## config.mk

```make
export PLATFORM = sky130hd
export DESIGN_NAME = zero_delay_input_select
export DESIGN_NICKNAME = d
export VERILOG_FILES = /design/src/verilog/zero_delay_pkg.sv /design/src/verilog/reset_postpone.sv /design/src/verilog/zero_delay_input_select.sv
export SDC_FILE = /design/constraint.sdc
export NUM_CORES = 1
export LEC_CHECK = 0
export BUFFER_PORTS_ARGS = -buffer_cell sky130_fd_sc_hd__buf_2
export CELL_PAD_IN_SITES_DETAIL_PLACEMENT = 1
export CELL_PAD_IN_SITES_GLOBAL_PLACEMENT = 1
export CORE_MARGIN = 2
export CORE_UTILIZATION = 43
export DETAILED_ROUTE_END_ITERATION = 6
export HOLD_SLACK_MARGIN = 0.08
export PLACE_DENSITY = 0.77
export SLEW_MARGIN = 20
export SYNTH_ARGS = -nofsm -noshare
export SYNTH_HDL_FRONTEND = slang
export SYNTH_SLANG_ARGS = --single-unit
```

## constraint.sdc

```tcl
create_clock -name core_clk -period 3.4 [get_ports core_clk]
set_clock_uncertainty 0.2 [all_clocks]
set_input_delay 0.68 -clock core_clk [delete_from_list [all_inputs] [get_ports core_clk]]
set_output_delay 0.68 -clock core_clk [all_outputs]
set_load 0.1 [all_outputs]
```

## src/verilog/zero_delay_pkg.sv

```systemverilog
// Constants shared by the zero-delay input selection block.
// Assumes an 8-bit register port with 16-bit addresses, one device clock.
// Operation
// - Zero-delay off while enable is 0.
// - Source bit picks pins or zero-delay field.
// - Field values 0..2 pick inputs; 3 reserved.
// - Register source ignores normal select register.
// - Manual choice table without automatic switching.
// - Automatic switch enable overrides all manual selection.
// - No hitless switching in zero-delay mode.
// - Hard reset postponed about 750 ms.
// - Forced-output value 0x800 keeps feedback output on.
// - Zero-delay mode uses external feedback input.
// - Soft reset latches delays; hard reset restores.
package zero_delay_pkg;
    // Register addresses and field positions.
    localparam logic [15:0] SOFT_RESET_ADDR = 16'h001c;
    localparam logic [15:0] HARD_RESET_ADDR = 16'h001e;
    localparam logic [15:0] FORCED_LO_ADDR = 16'h013f;
    localparam logic [15:0] FORCED_HI_ADDR = 16'h0140;
    localparam logic [15:0] ZD_CTRL_ADDR = 16'h0487;
    localparam logic [15:0] SOURCE_ADDR = 16'h052a;
    localparam logic [15:0] NORMAL_SEL_ADDR = 16'h052b;
    localparam logic [15:0] DELAY_ADDR = 16'h0359;
    localparam logic [15:0] STATUS_ADDR = 16'h0490;
    localparam int ZD_EN_BIT = 0;
    localparam int ZD_SEL_LSB = 1;
    localparam int AUTO_SW_BIT = 3;
    localparam int SOFT_BIT = 0;
    localparam int HARD_BIT = 1;
    // Reset values and the forced-feedback value.
    localparam logic [11:0] FORCED_RESET = 12'h000;
    localparam logic [11:0] FORCED_FEEDBACK = 12'h800;
    localparam logic [7:0] DELAY_NVM = 8'h00;
    // Postponed hard reset timing at 25 MHz.
    localparam int CLK_PERIOD_NS = 40;
    localparam int HARD_DELAY_MS = 750;
    localparam int HARD_DELAY_CYCLES = HARD_DELAY_MS * 1000000 / CLK_PERIOD_NS;
    // Who governs the input choice.
    typedef enum logic [1:0] {
        GOV_PINS, GOV_NORMAL_REG, GOV_ZD_REG, GOV_AUTO
    } governor_t;
endpackage
```

## src/verilog/reset_postpone.sv

```systemverilog
// Postpones a hard-reset request by a programmable count of cycles.
// Assumes requests are single-cycle pulses on core_clk.
`timescale 1ns/1ns
module reset_postpone #(
    parameter int DELAY_CYCLES = zero_delay_pkg::HARD_DELAY_CYCLES
) (
    input wire logic core_clk,
    input wire logic rst_b,
    input wire logic clk_en,
    input wire logic request,
    input wire logic postpone,
    output logic pending,
    output logic execute
);
    initial begin
        if (DELAY_CYCLES < 1) $error("DELAY_CYCLES must be at least one");
    end

    // The counter holds the cycles left; zero means idle.
    logic [31:0] count_r;

    // A request while pending is dropped, so a user cannot extend the wait.
    always_ff @(posedge core_clk or negedge rst_b) begin
        if (!rst_b) begin
            count_r <= 32'h0;
            execute <= 1'b0;
        end else if (clk_en) begin
            execute <= 1'b0;
            if (count_r != 32'h0) begin
                count_r <= count_r - 32'h1;
                execute <= (count_r == 32'h1);
            end else if (request && postpone) begin
                count_r <= 32'(DELAY_CYCLES);
            end else if (request) begin
                execute <= 1'b1;
            end
        end
    end
    assign pending = (count_r != 32'h0);

    hold_ignore_a: assert property (@(posedge core_clk) disable iff (!rst_b)
        clk_en && pending && count_r != 32'h1 |=> pending)
        else $error("pending reset dropped early");
    no_early_a: assert property (@(posedge core_clk) disable iff (!rst_b)
        execute && $past(clk_en) |-> !$past(request) || !$past(postpone)
            || $past(pending))
        else $error("postponed reset ran at once");
endmodule // reset_postpone

```

## src/verilog/zero_delay_input_select.sv

```systemverilog
// Zero-delay mode control: input choice, feedback routing, forced
// feedback output, delay latching and postponed hard reset.
// Assumes an 8-bit register port on core_clk; pins are asynchronous.
`timescale 1ns/1ns
module zero_delay_input_select #(
    parameter int HARD_DELAY_CYCLES = zero_delay_pkg::HARD_DELAY_CYCLES,
    parameter int NUM_OUTPUTS = 12
) (
    input wire logic core_clk,
    input wire logic rst_b,
    input wire logic clk_en,
    // Register port.
    input wire logic reg_wr,
    input wire logic reg_rd,
    input wire logic [15:0] reg_addr,
    input wire logic [7:0] reg_wdata,
    output logic [7:0] reg_rdata,
    // Select and reset pins.
    input wire logic input_choice_pin_high,
    input wire logic input_choice_pin_low,
    input wire logic hard_reset_pin_b,
    // Automatic switching engine choice.
    input wire logic [1:0] auto_choice,
    // Output disable sources, one bit per output, high to disable.
    input wire logic [NUM_OUTPUTS-1:0] output_disable,
    output logic [NUM_OUTPUTS-1:0] output_enable,
    output logic [1:0] selected_input,
    output logic hitless_enable,
    output logic use_feedback_input,
    output logic internal_loop_closed,
    output logic [7:0] active_delay,
    output logic hard_reset_pending,
    output logic hard_reset_exec
);
    initial begin
        if (NUM_OUTPUTS != 12) $error("NUM_OUTPUTS must be 12");
    end

    ////////////////////////////////////////////////////////////////////////
    // Pin synchronisers.

    // Two flops per pin; only the second stage is read.
    logic [2:0] pin_s1_r;
    logic [2:0] pin_s2_r;

    // Pins settle through two stages; reset pin idles high.
    always_ff @(posedge core_clk or negedge rst_b) begin
        if (!rst_b) begin
            pin_s1_r <= 3'h4;
            pin_s2_r <= 3'h4;
        end else if (clk_en) begin
            pin_s1_r <= {hard_reset_pin_b, input_choice_pin_high,
                         input_choice_pin_low};
            pin_s2_r <= pin_s1_r;
        end
    end

    ////////////////////////////////////////////////////////////////////////
    // Registers.

    logic zd_en_r; // Zero-delay enable.
    logic [1:0] zd_sel_r; // Zero-delay input field.
    logic auto_sw_r; // Automatic switch enable.
    logic source_r; // Register versus pin source.
    logic [1:0] normal_sel_r; // Normal-mode input select.
    logic [11:0] forced_r; // Forced-output field.
    logic [7:0] delay_staged_r; // Written delay, not yet in use.
    logic [7:0] delay_active_r; // Delay in use.
    logic hard_req; // Hard reset from register or pin.
    logic soft_req; // Soft reset pulse.
    logic pin_prev_r; // Previous synchronised reset pin.
    logic reset_now;

    // Matches the port address against one register address; the strobe is checked by the caller.
    function automatic logic wr_hit(input logic [15:0] a,
                                    input logic [15:0] target);
        return a == target;
    endfunction

    // Configuration writes; a hard reset restores every default.
    always_ff @(posedge core_clk or negedge rst_b) begin
        if (!rst_b) begin
            zd_en_r <= 1'b0;
            zd_sel_r <= 2'h0;
            auto_sw_r <= 1'b0;
            source_r <= 1'b0;
            normal_sel_r <= 2'h0;
            forced_r <= zero_delay_pkg::FORCED_RESET;
            delay_staged_r <= zero_delay_pkg::DELAY_NVM;
        end else if (clk_en) begin
            if (reset_now) begin
                zd_en_r <= 1'b0;
                zd_sel_r <= 2'h0;
                auto_sw_r <= 1'b0;
                source_r <= 1'b0;
                normal_sel_r <= 2'h0;
                forced_r <= zero_delay_pkg::FORCED_RESET;
                delay_staged_r <= zero_delay_pkg::DELAY_NVM;
            end else if (reg_wr) begin
                if (wr_hit(reg_addr, zero_delay_pkg::ZD_CTRL_ADDR)) begin
                    zd_en_r <= reg_wdata[zero_delay_pkg::ZD_EN_BIT];
                    zd_sel_r <= reg_wdata[zero_delay_pkg::ZD_SEL_LSB +: 2];
                    auto_sw_r <= reg_wdata[zero_delay_pkg::AUTO_SW_BIT];
                end
                if (wr_hit(reg_addr, zero_delay_pkg::SOURCE_ADDR)) begin
                    source_r <= reg_wdata[0];
                end
                if (wr_hit(reg_addr, zero_delay_pkg::NORMAL_SEL_ADDR)) begin
                    normal_sel_r <= reg_wdata[1:0];
                end
                if (wr_hit(reg_addr, zero_delay_pkg::FORCED_LO_ADDR)) begin
                    forced_r[7:0] <= reg_wdata;
                end
                if (wr_hit(reg_addr, zero_delay_pkg::FORCED_HI_ADDR)) begin
                    forced_r[11:8] <= reg_wdata[3:0];
                end
                if (wr_hit(reg_addr, zero_delay_pkg::DELAY_ADDR)) begin
                    delay_staged_r <= reg_wdata;
                end
            end
        end
    end

    // Soft reset latches the staged delay; hard reset restores default.
    always_ff @(posedge core_clk or negedge rst_b) begin
        if (!rst_b) begin
            delay_active_r <= zero_delay_pkg::DELAY_NVM;
        end else if (clk_en) begin
            if (reset_now) begin
                delay_active_r <= zero_delay_pkg::DELAY_NVM;
            end else if (soft_req) begin
                delay_active_r <= delay_staged_r;
            end
        end
    end
    assign active_delay = delay_active_r;

    ////////////////////////////////////////////////////////////////////////
    // Hard and soft reset requests.

    // Falling edge of the reset pin, seen after synchronisation.
    always_ff @(posedge core_clk or negedge rst_b) begin
        if (!rst_b) begin
            pin_prev_r <= 1'b1;
        end else if (clk_en) begin
            pin_prev_r <= pin_s2_r[2];
        end
    end

    assign soft_req = reg_wr && reg_wdata[zero_delay_pkg::SOFT_BIT]
        && wr_hit(reg_addr, zero_delay_pkg::SOFT_RESET_ADDR);
    assign hard_req = (pin_prev_r && !pin_s2_r[2])
        || (reg_wr && reg_wdata[zero_delay_pkg::HARD_BIT]
            && wr_hit(reg_addr, zero_delay_pkg::HARD_RESET_ADDR));

    // Only zero-delay mode postpones; the host waits it out.
    reset_postpone #(
        .DELAY_CYCLES(HARD_DELAY_CYCLES)
    ) postpone_u (
        .core_clk(core_clk),
        .rst_b(rst_b),
        .clk_en(clk_en),
        .request(hard_req),
        .postpone(zd_en_r),
        .pending(hard_reset_pending),
        .execute(reset_now)
    );
    assign hard_reset_exec = reset_now;

    ////////////////////////////////////////////////////////////////////////
    // Input choice.

    zero_delay_pkg::governor_t gov;
    logic [1:0] choice_nxt;
    logic [1:0] choice_r;

    // Governor per the selection table; auto switching wins outright.
    always_comb begin
        if (auto_sw_r) begin
            gov = zero_delay_pkg::GOV_AUTO;
        end else if (!source_r) begin
            gov = zero_delay_pkg::GOV_PINS;
        end else if (zd_en_r) begin
            gov = zero_delay_pkg::GOV_ZD_REG;
        end else begin
            gov = zero_delay_pkg::GOV_NORMAL_REG;
        end
    end

    // Reserved field value 3 keeps the current input, since input 3
    // is taken by the feedback path.
    always_comb begin
        case (gov)
            zero_delay_pkg::GOV_AUTO: choice_nxt = auto_choice;
            zero_delay_pkg::GOV_PINS: choice_nxt = pin_s2_r[1:0];
            zero_delay_pkg::GOV_ZD_REG: begin
                choice_nxt = (zd_sel_r == 2'h3) ? choice_r : zd_sel_r;
            end
            zero_delay_pkg::GOV_NORMAL_REG: choice_nxt = normal_sel_r;
            default: choice_nxt = choice_r;
        endcase
    end

    // The chosen input is registered so the clock mux sees clean steps.
    always_ff @(posedge core_clk or negedge rst_b) begin
        if (!rst_b) begin
            choice_r <= 2'h0;
        end else if (clk_en) begin
            choice_r <= choice_nxt;
        end
    end
    assign selected_input = choice_r;

    ////////////////////////////////////////////////////////////////////////
    // Feedback path and outputs.

    assign hitless_enable = !zd_en_r;
    assign use_feedback_input = zd_en_r;
    assign internal_loop_closed = !zd_en_r;

    // Forced field bit 11 pins the feedback output on past any disable.
    genvar gi;
    generate
        for (gi = 0; gi < NUM_OUTPUTS; gi++) begin : g_out
            always_ff @(posedge core_clk or negedge rst_b) begin
                if (!rst_b) begin
                    output_enable[gi] <= 1'b0;
                end else if (clk_en) begin
                    output_enable[gi] <= forced_r[gi]
                        || !output_disable[gi];
                end
            end
        end
    endgenerate

    ////////////////////////////////////////////////////////////////////////
    // Read-back, registered.

    always_ff @(posedge core_clk or negedge rst_b) begin
        if (!rst_b) begin
            reg_rdata <= 8'h00;
        end else if (clk_en && reg_rd) begin
            case (reg_addr)
                zero_delay_pkg::ZD_CTRL_ADDR:
                    reg_rdata <= {4'h0, auto_sw_r, zd_sel_r, zd_en_r};
                zero_delay_pkg::SOURCE_ADDR: reg_rdata <= {7'h00, source_r};
                zero_delay_pkg::NORMAL_SEL_ADDR:
                    reg_rdata <= {6'h00, normal_sel_r};
                zero_delay_pkg::FORCED_LO_ADDR: reg_rdata <= forced_r[7:0];
                zero_delay_pkg::FORCED_HI_ADDR:
                    reg_rdata <= {4'h0, forced_r[11:8]};
                zero_delay_pkg::DELAY_ADDR: reg_rdata <= delay_staged_r;
                zero_delay_pkg::STATUS_ADDR:
                    reg_rdata <= {5'h00, hard_reset_pending, choice_r};
                default: reg_rdata <= 8'h00;
            endcase
        end
    end

    ////////////////////////////////////////////////////////////////////////
    // Checks.

    auto_wins_a: assert property (@(posedge core_clk) disable iff (!rst_b)
        clk_en && auto_sw_r |=> selected_input == $past(auto_choice))
        else $error("auto switch did not govern");
    zd_field_a: assert property (@(posedge core_clk) disable iff (!rst_b)
        clk_en && !auto_sw_r && zd_en_r && source_r && zd_sel_r != 2'h3
        |=> selected_input == $past(zd_sel_r))
        else $error("zero-delay field not used");
    pins_used_a: assert property (@(posedge core_clk) disable iff (!rst_b)
        clk_en && !auto_sw_r && !source_r
        |=> selected_input == $past(pin_s2_r[1:0]))
        else $error("pins not used");
    reserved_sel_a: assert property (@(posedge core_clk) disable iff (!rst_b)
        clk_en && !auto_sw_r && zd_en_r && source_r && zd_sel_r == 2'h3
        |=> selected_input == $past(selected_input))
        else $error("reserved input not held");
    feedback_on_a: assert property (@(posedge core_clk) disable iff (!rst_b)
        clk_en && forced_r[11] |=> output_enable[11])
        else $error("feedback output not forced");
    zd_mode_a: assert property (@(posedge core_clk) disable iff (!rst_b)
        zd_en_r |-> use_feedback_input && !hitless_enable
        && !internal_loop_closed)
        else $error("zero-delay routing wrong");
    soft_latch_a: assert property (@(posedge core_clk) disable iff (!rst_b)
        clk_en && soft_req && !reset_now
        |=> active_delay == $past(delay_staged_r))
        else $error("delay not latched");
    postpone_a: assert property (@(posedge core_clk) disable iff (!rst_b)
        clk_en && hard_req && zd_en_r && !hard_reset_pending
        |=> hard_reset_pending && !reset_now)
        else $error("hard reset not postponed");
    src_reg_a: assert property (@(posedge core_clk) disable iff (!rst_b)
        clk_en && reg_wr && reg_addr == zero_delay_pkg::SOURCE_ADDR
        && !reset_now |=> source_r == $past(reg_wdata[0]))
        else $error("source bit not written");
    zd_cov_c: cover property (@(posedge core_clk) gov ==
        zero_delay_pkg::GOV_ZD_REG);
    auto_cov_c: cover property (@(posedge core_clk) auto_sw_r);
    wait_cov_c: cover property (@(posedge core_clk) hard_reset_pending);
endmodule // zero_delay_input_select

```

==> run metrics <==
DR iter-0 viols=153; insertion delay to the later sink of the worst-skew pair=between 0.3 and 0.4 ns; CP delay by family, top=simple AND/OR/NAND/NOR gates; register bit total from synthesis=97; relative slew slack=0.462; static leakage=between 2 and 3 nW; YS warnings=0; CTS max path bufs=2; R2R Setup Slk=roughly 0.22 ns; number of enable-type register cells in the synthesized netlist=0; vias in the first global route=4712; first-pass GRT wire length=24200 um; Setup CP Type=flip-flop to primary output; setup violators final=0; Max-Cap Viols=0; n_diodes=0; Syn Nets=556; Netlist Area Pre-Place=around 4900 um2; Clock Sinks=97; Worst R2R End=postpone_u.count_r[26]$_DFFE_PN0P_; run status=finished clean; Max Fanout on Critical Path=6; routed len/inst=between 15 and 20 um; Register-to-Register Path Depth=8; CP Cell Sequence=or4_1, nand4b_4, nor2_1, nand3_1, buf_4; Mean Syn Cell Area=roughly 10 um2; Max stage delay on crit path=just under 0.6 ns; worst path required time=2.52 ns; DIE AREA=12300 um2; # IOs=slightly above 80; area share of the largest cell type after synthesis=0.477; layout cells sized above 1=0.254; Final Hold Fails=0; crit path launch=postpone_u.count_r[5]$_DFFE_PN0P_; Placeable Area=11300 um2; # Post-CTS Setup Buffers=0; post-route setup TNS=0 ns; Synth area leader=dfrtp_1; DRT Pass-1 Iters=4; Site Rows=39; Top FF cell, synth=dfrtp_1; crit path to=hard_reset_pending; Die W=between 100 and 150 um; hpwl dp=10500 um; Setup crit end kind=primary output; RSZ-0062 raised after global routing=no; effective utilization at floorplan=0.436; RePlAce Congestion=0.948; post-route ant nets=0; Tot GR Track Use=0.242; post-route cell area=5830 um2; die height=approximately 110 um; Cell Area, Placed=approximately 5500 um2; power density cells=506 nW/um2; Total Routed Length=14200 um; synthesis-to-layout area growth=18.2%; PortBufs=80; worst slew pin tran=0.807 ns; Worst Hold Class=primary input to asynchronous set/reset pin; most frequent cell after synthesis=dfrtp_1; Synth area leaders=dfrtp_1 48%, nor2_1 4.6%, mux2_2 4.3%; average via count per standard cell=5.76; gate count after technology mapping=507; CP max stage cell=or4_1; via count=4274; Yosys cell types=57; min Tclk post-route=3.25 ns; Final Max Tran Viols=0; total grt overflow=0; initial antenna violation count=0; Worst Path Buf+Inv=1; register area share after synthesis=0.493; final period utilization=0.957; DRC errors left=0; WP depth=5; largest net degree at the start of global routing=56; synth cell count leaders=94 x dfrtp_1, 61 x nor2_1, 44 x nand2_1; VDD IR max=0.000237 V; Reg2Reg Launch Point=postpone_u.count_r[0]$_DFFE_PN0P_; CP startpoint kind=flip-flop; Post-synth ARST share=1.00; clk root buf=clkbuf_16; Critical Path AT=2.37 ns; FMAX=307 MHz; TritonCTS Buffers=9; CTS tree=yes; Clock transition at path regs=0.07 ns; # nets final=between 600 and 700; H-tree Lvls=3
-- cell usage in the layout (no fill, tap or decap), types with 19 or more instances in the layout --
cell     count
inv_1       28
nor3_1      20
o21ai_0     42
buf_2       78
dfrtp_1     94
mux2_2      19
nand2_1     44
nor2_1      61
mux2i_1     20
buf_4       20
-- logic make-up (layout without fill, tap and decap cells) --
group	count (synthesis)	count (layout)	share of synthesized area
and+or+nand+nor	205	205	0.217
DFF	97	97	0.493
AOI/OAI and AO/OA	108	108	0.144
buffers and inverters	51	143	0.0469
xor gates and xnor gates	2	2	0.00355
adders and majority gates	3	3	0.00761
muxes	41	41	0.0885
-- metal layers --
layer	vias up	track usage	routed length [um]
met4	0	0.0642	169
met3	14	0.0448	631
met5	-	0	0
met2	106	0.430	7390
met1	2150	0.304	5970
li1	2004	-	-
-- worst register-to-register path: cells and delay by family, from the launching register on --
family,cells,cell delay (ns)
adder cells (fa/ha/maj),1,0.18
buffers and inverters,1,0.11
AND/OR/NAND/NOR,5,2.03
flip-flops,1,0.44
AO/OA/AOI/OAI,1,0.17
-- cell type report --
class                           count  area, um2
Clock buffer                       10        229
Clock inverter                      6       41.3
Fill cell                        1326       5490
Inverter                           28        105
Multi-Input combinational cell    359       2290
Sequential cell                    97       2430
Tap cell                          143        179
Timing Repair Buffer               99        561
-- worst min-delay path by stage --
stage | start | to | slack (ns) | cells after the start
final | rst_b | postpone_u.count_r[11]$_DFFE_PN0P_ | 0.20 | 1
after global routing | rst_b | postpone_u.count_r[22]$_DFFE_PN0P_ | 0.25 | 1
after CTS | rst_b | postpone_u.count_r[22]$_DFFE_PN0P_ | 0.23 | 1
after detailed placement | normal_sel_r[1]$_DFFE_PN0P_ | normal_sel_r[1]$_DFFE_PN0P_ | 0.28 | 2
after global placement | normal_sel_r[1]$_DFFE_PN0P_ | normal_sel_r[1]$_DFFE_PN0P_ | 0.26 | 2
after floorplan | rst_b | active_delay[0]$_DFFE_PN0P_ | 0.18 | 0
-- report_power, final --
part           internal (mW)  switching, mW  total, mW
Combinational          0.168          0.461      0.629
Clock                  0.499          0.452      0.951
Sequential              1.27         0.0989       1.37
Total                   1.94           1.01       2.95
-- state kept, by name (all words and copies together) (netlist names) --
signal,count
active_delay,8
auto_sw_r,1
delay_staged_r,8
forced_r,12
normal_sel_r,2
output_enable,12
pin_prev_r,1
pin_s1_r,3
pin_s2_r,3
postpone_u.count_r,32
postpone_u.execute,1
reg_rdata,8
selected_input,2
source_r,1
use_feedback_input,1
zd_sel_r,2
-- per-stage QoR --
stage           util  power, mW  cells  setup slack [ns]  hold slack, ns
2_1_floorplan      -       1.83    507             0.337           0.184
3_3_place_gp   0.490       1.98    726             0.208           0.263
3_5_place_dp   0.490       2.02    726            0.0803           0.276
4_1_cts        0.514       2.98    742            0.0708           0.232
5_1_grt        0.515       3.10    742            0.0387           0.251
6_report       0.515       2.95    742             0.147           0.201
-- timing repair --
item                       in CTS  in global routing
gates resized for setup         0                  3
hold buffers                    0                  0
setup endpoints to repair       0                  1
Note: power is estimated with default switching activity, not from simulation.
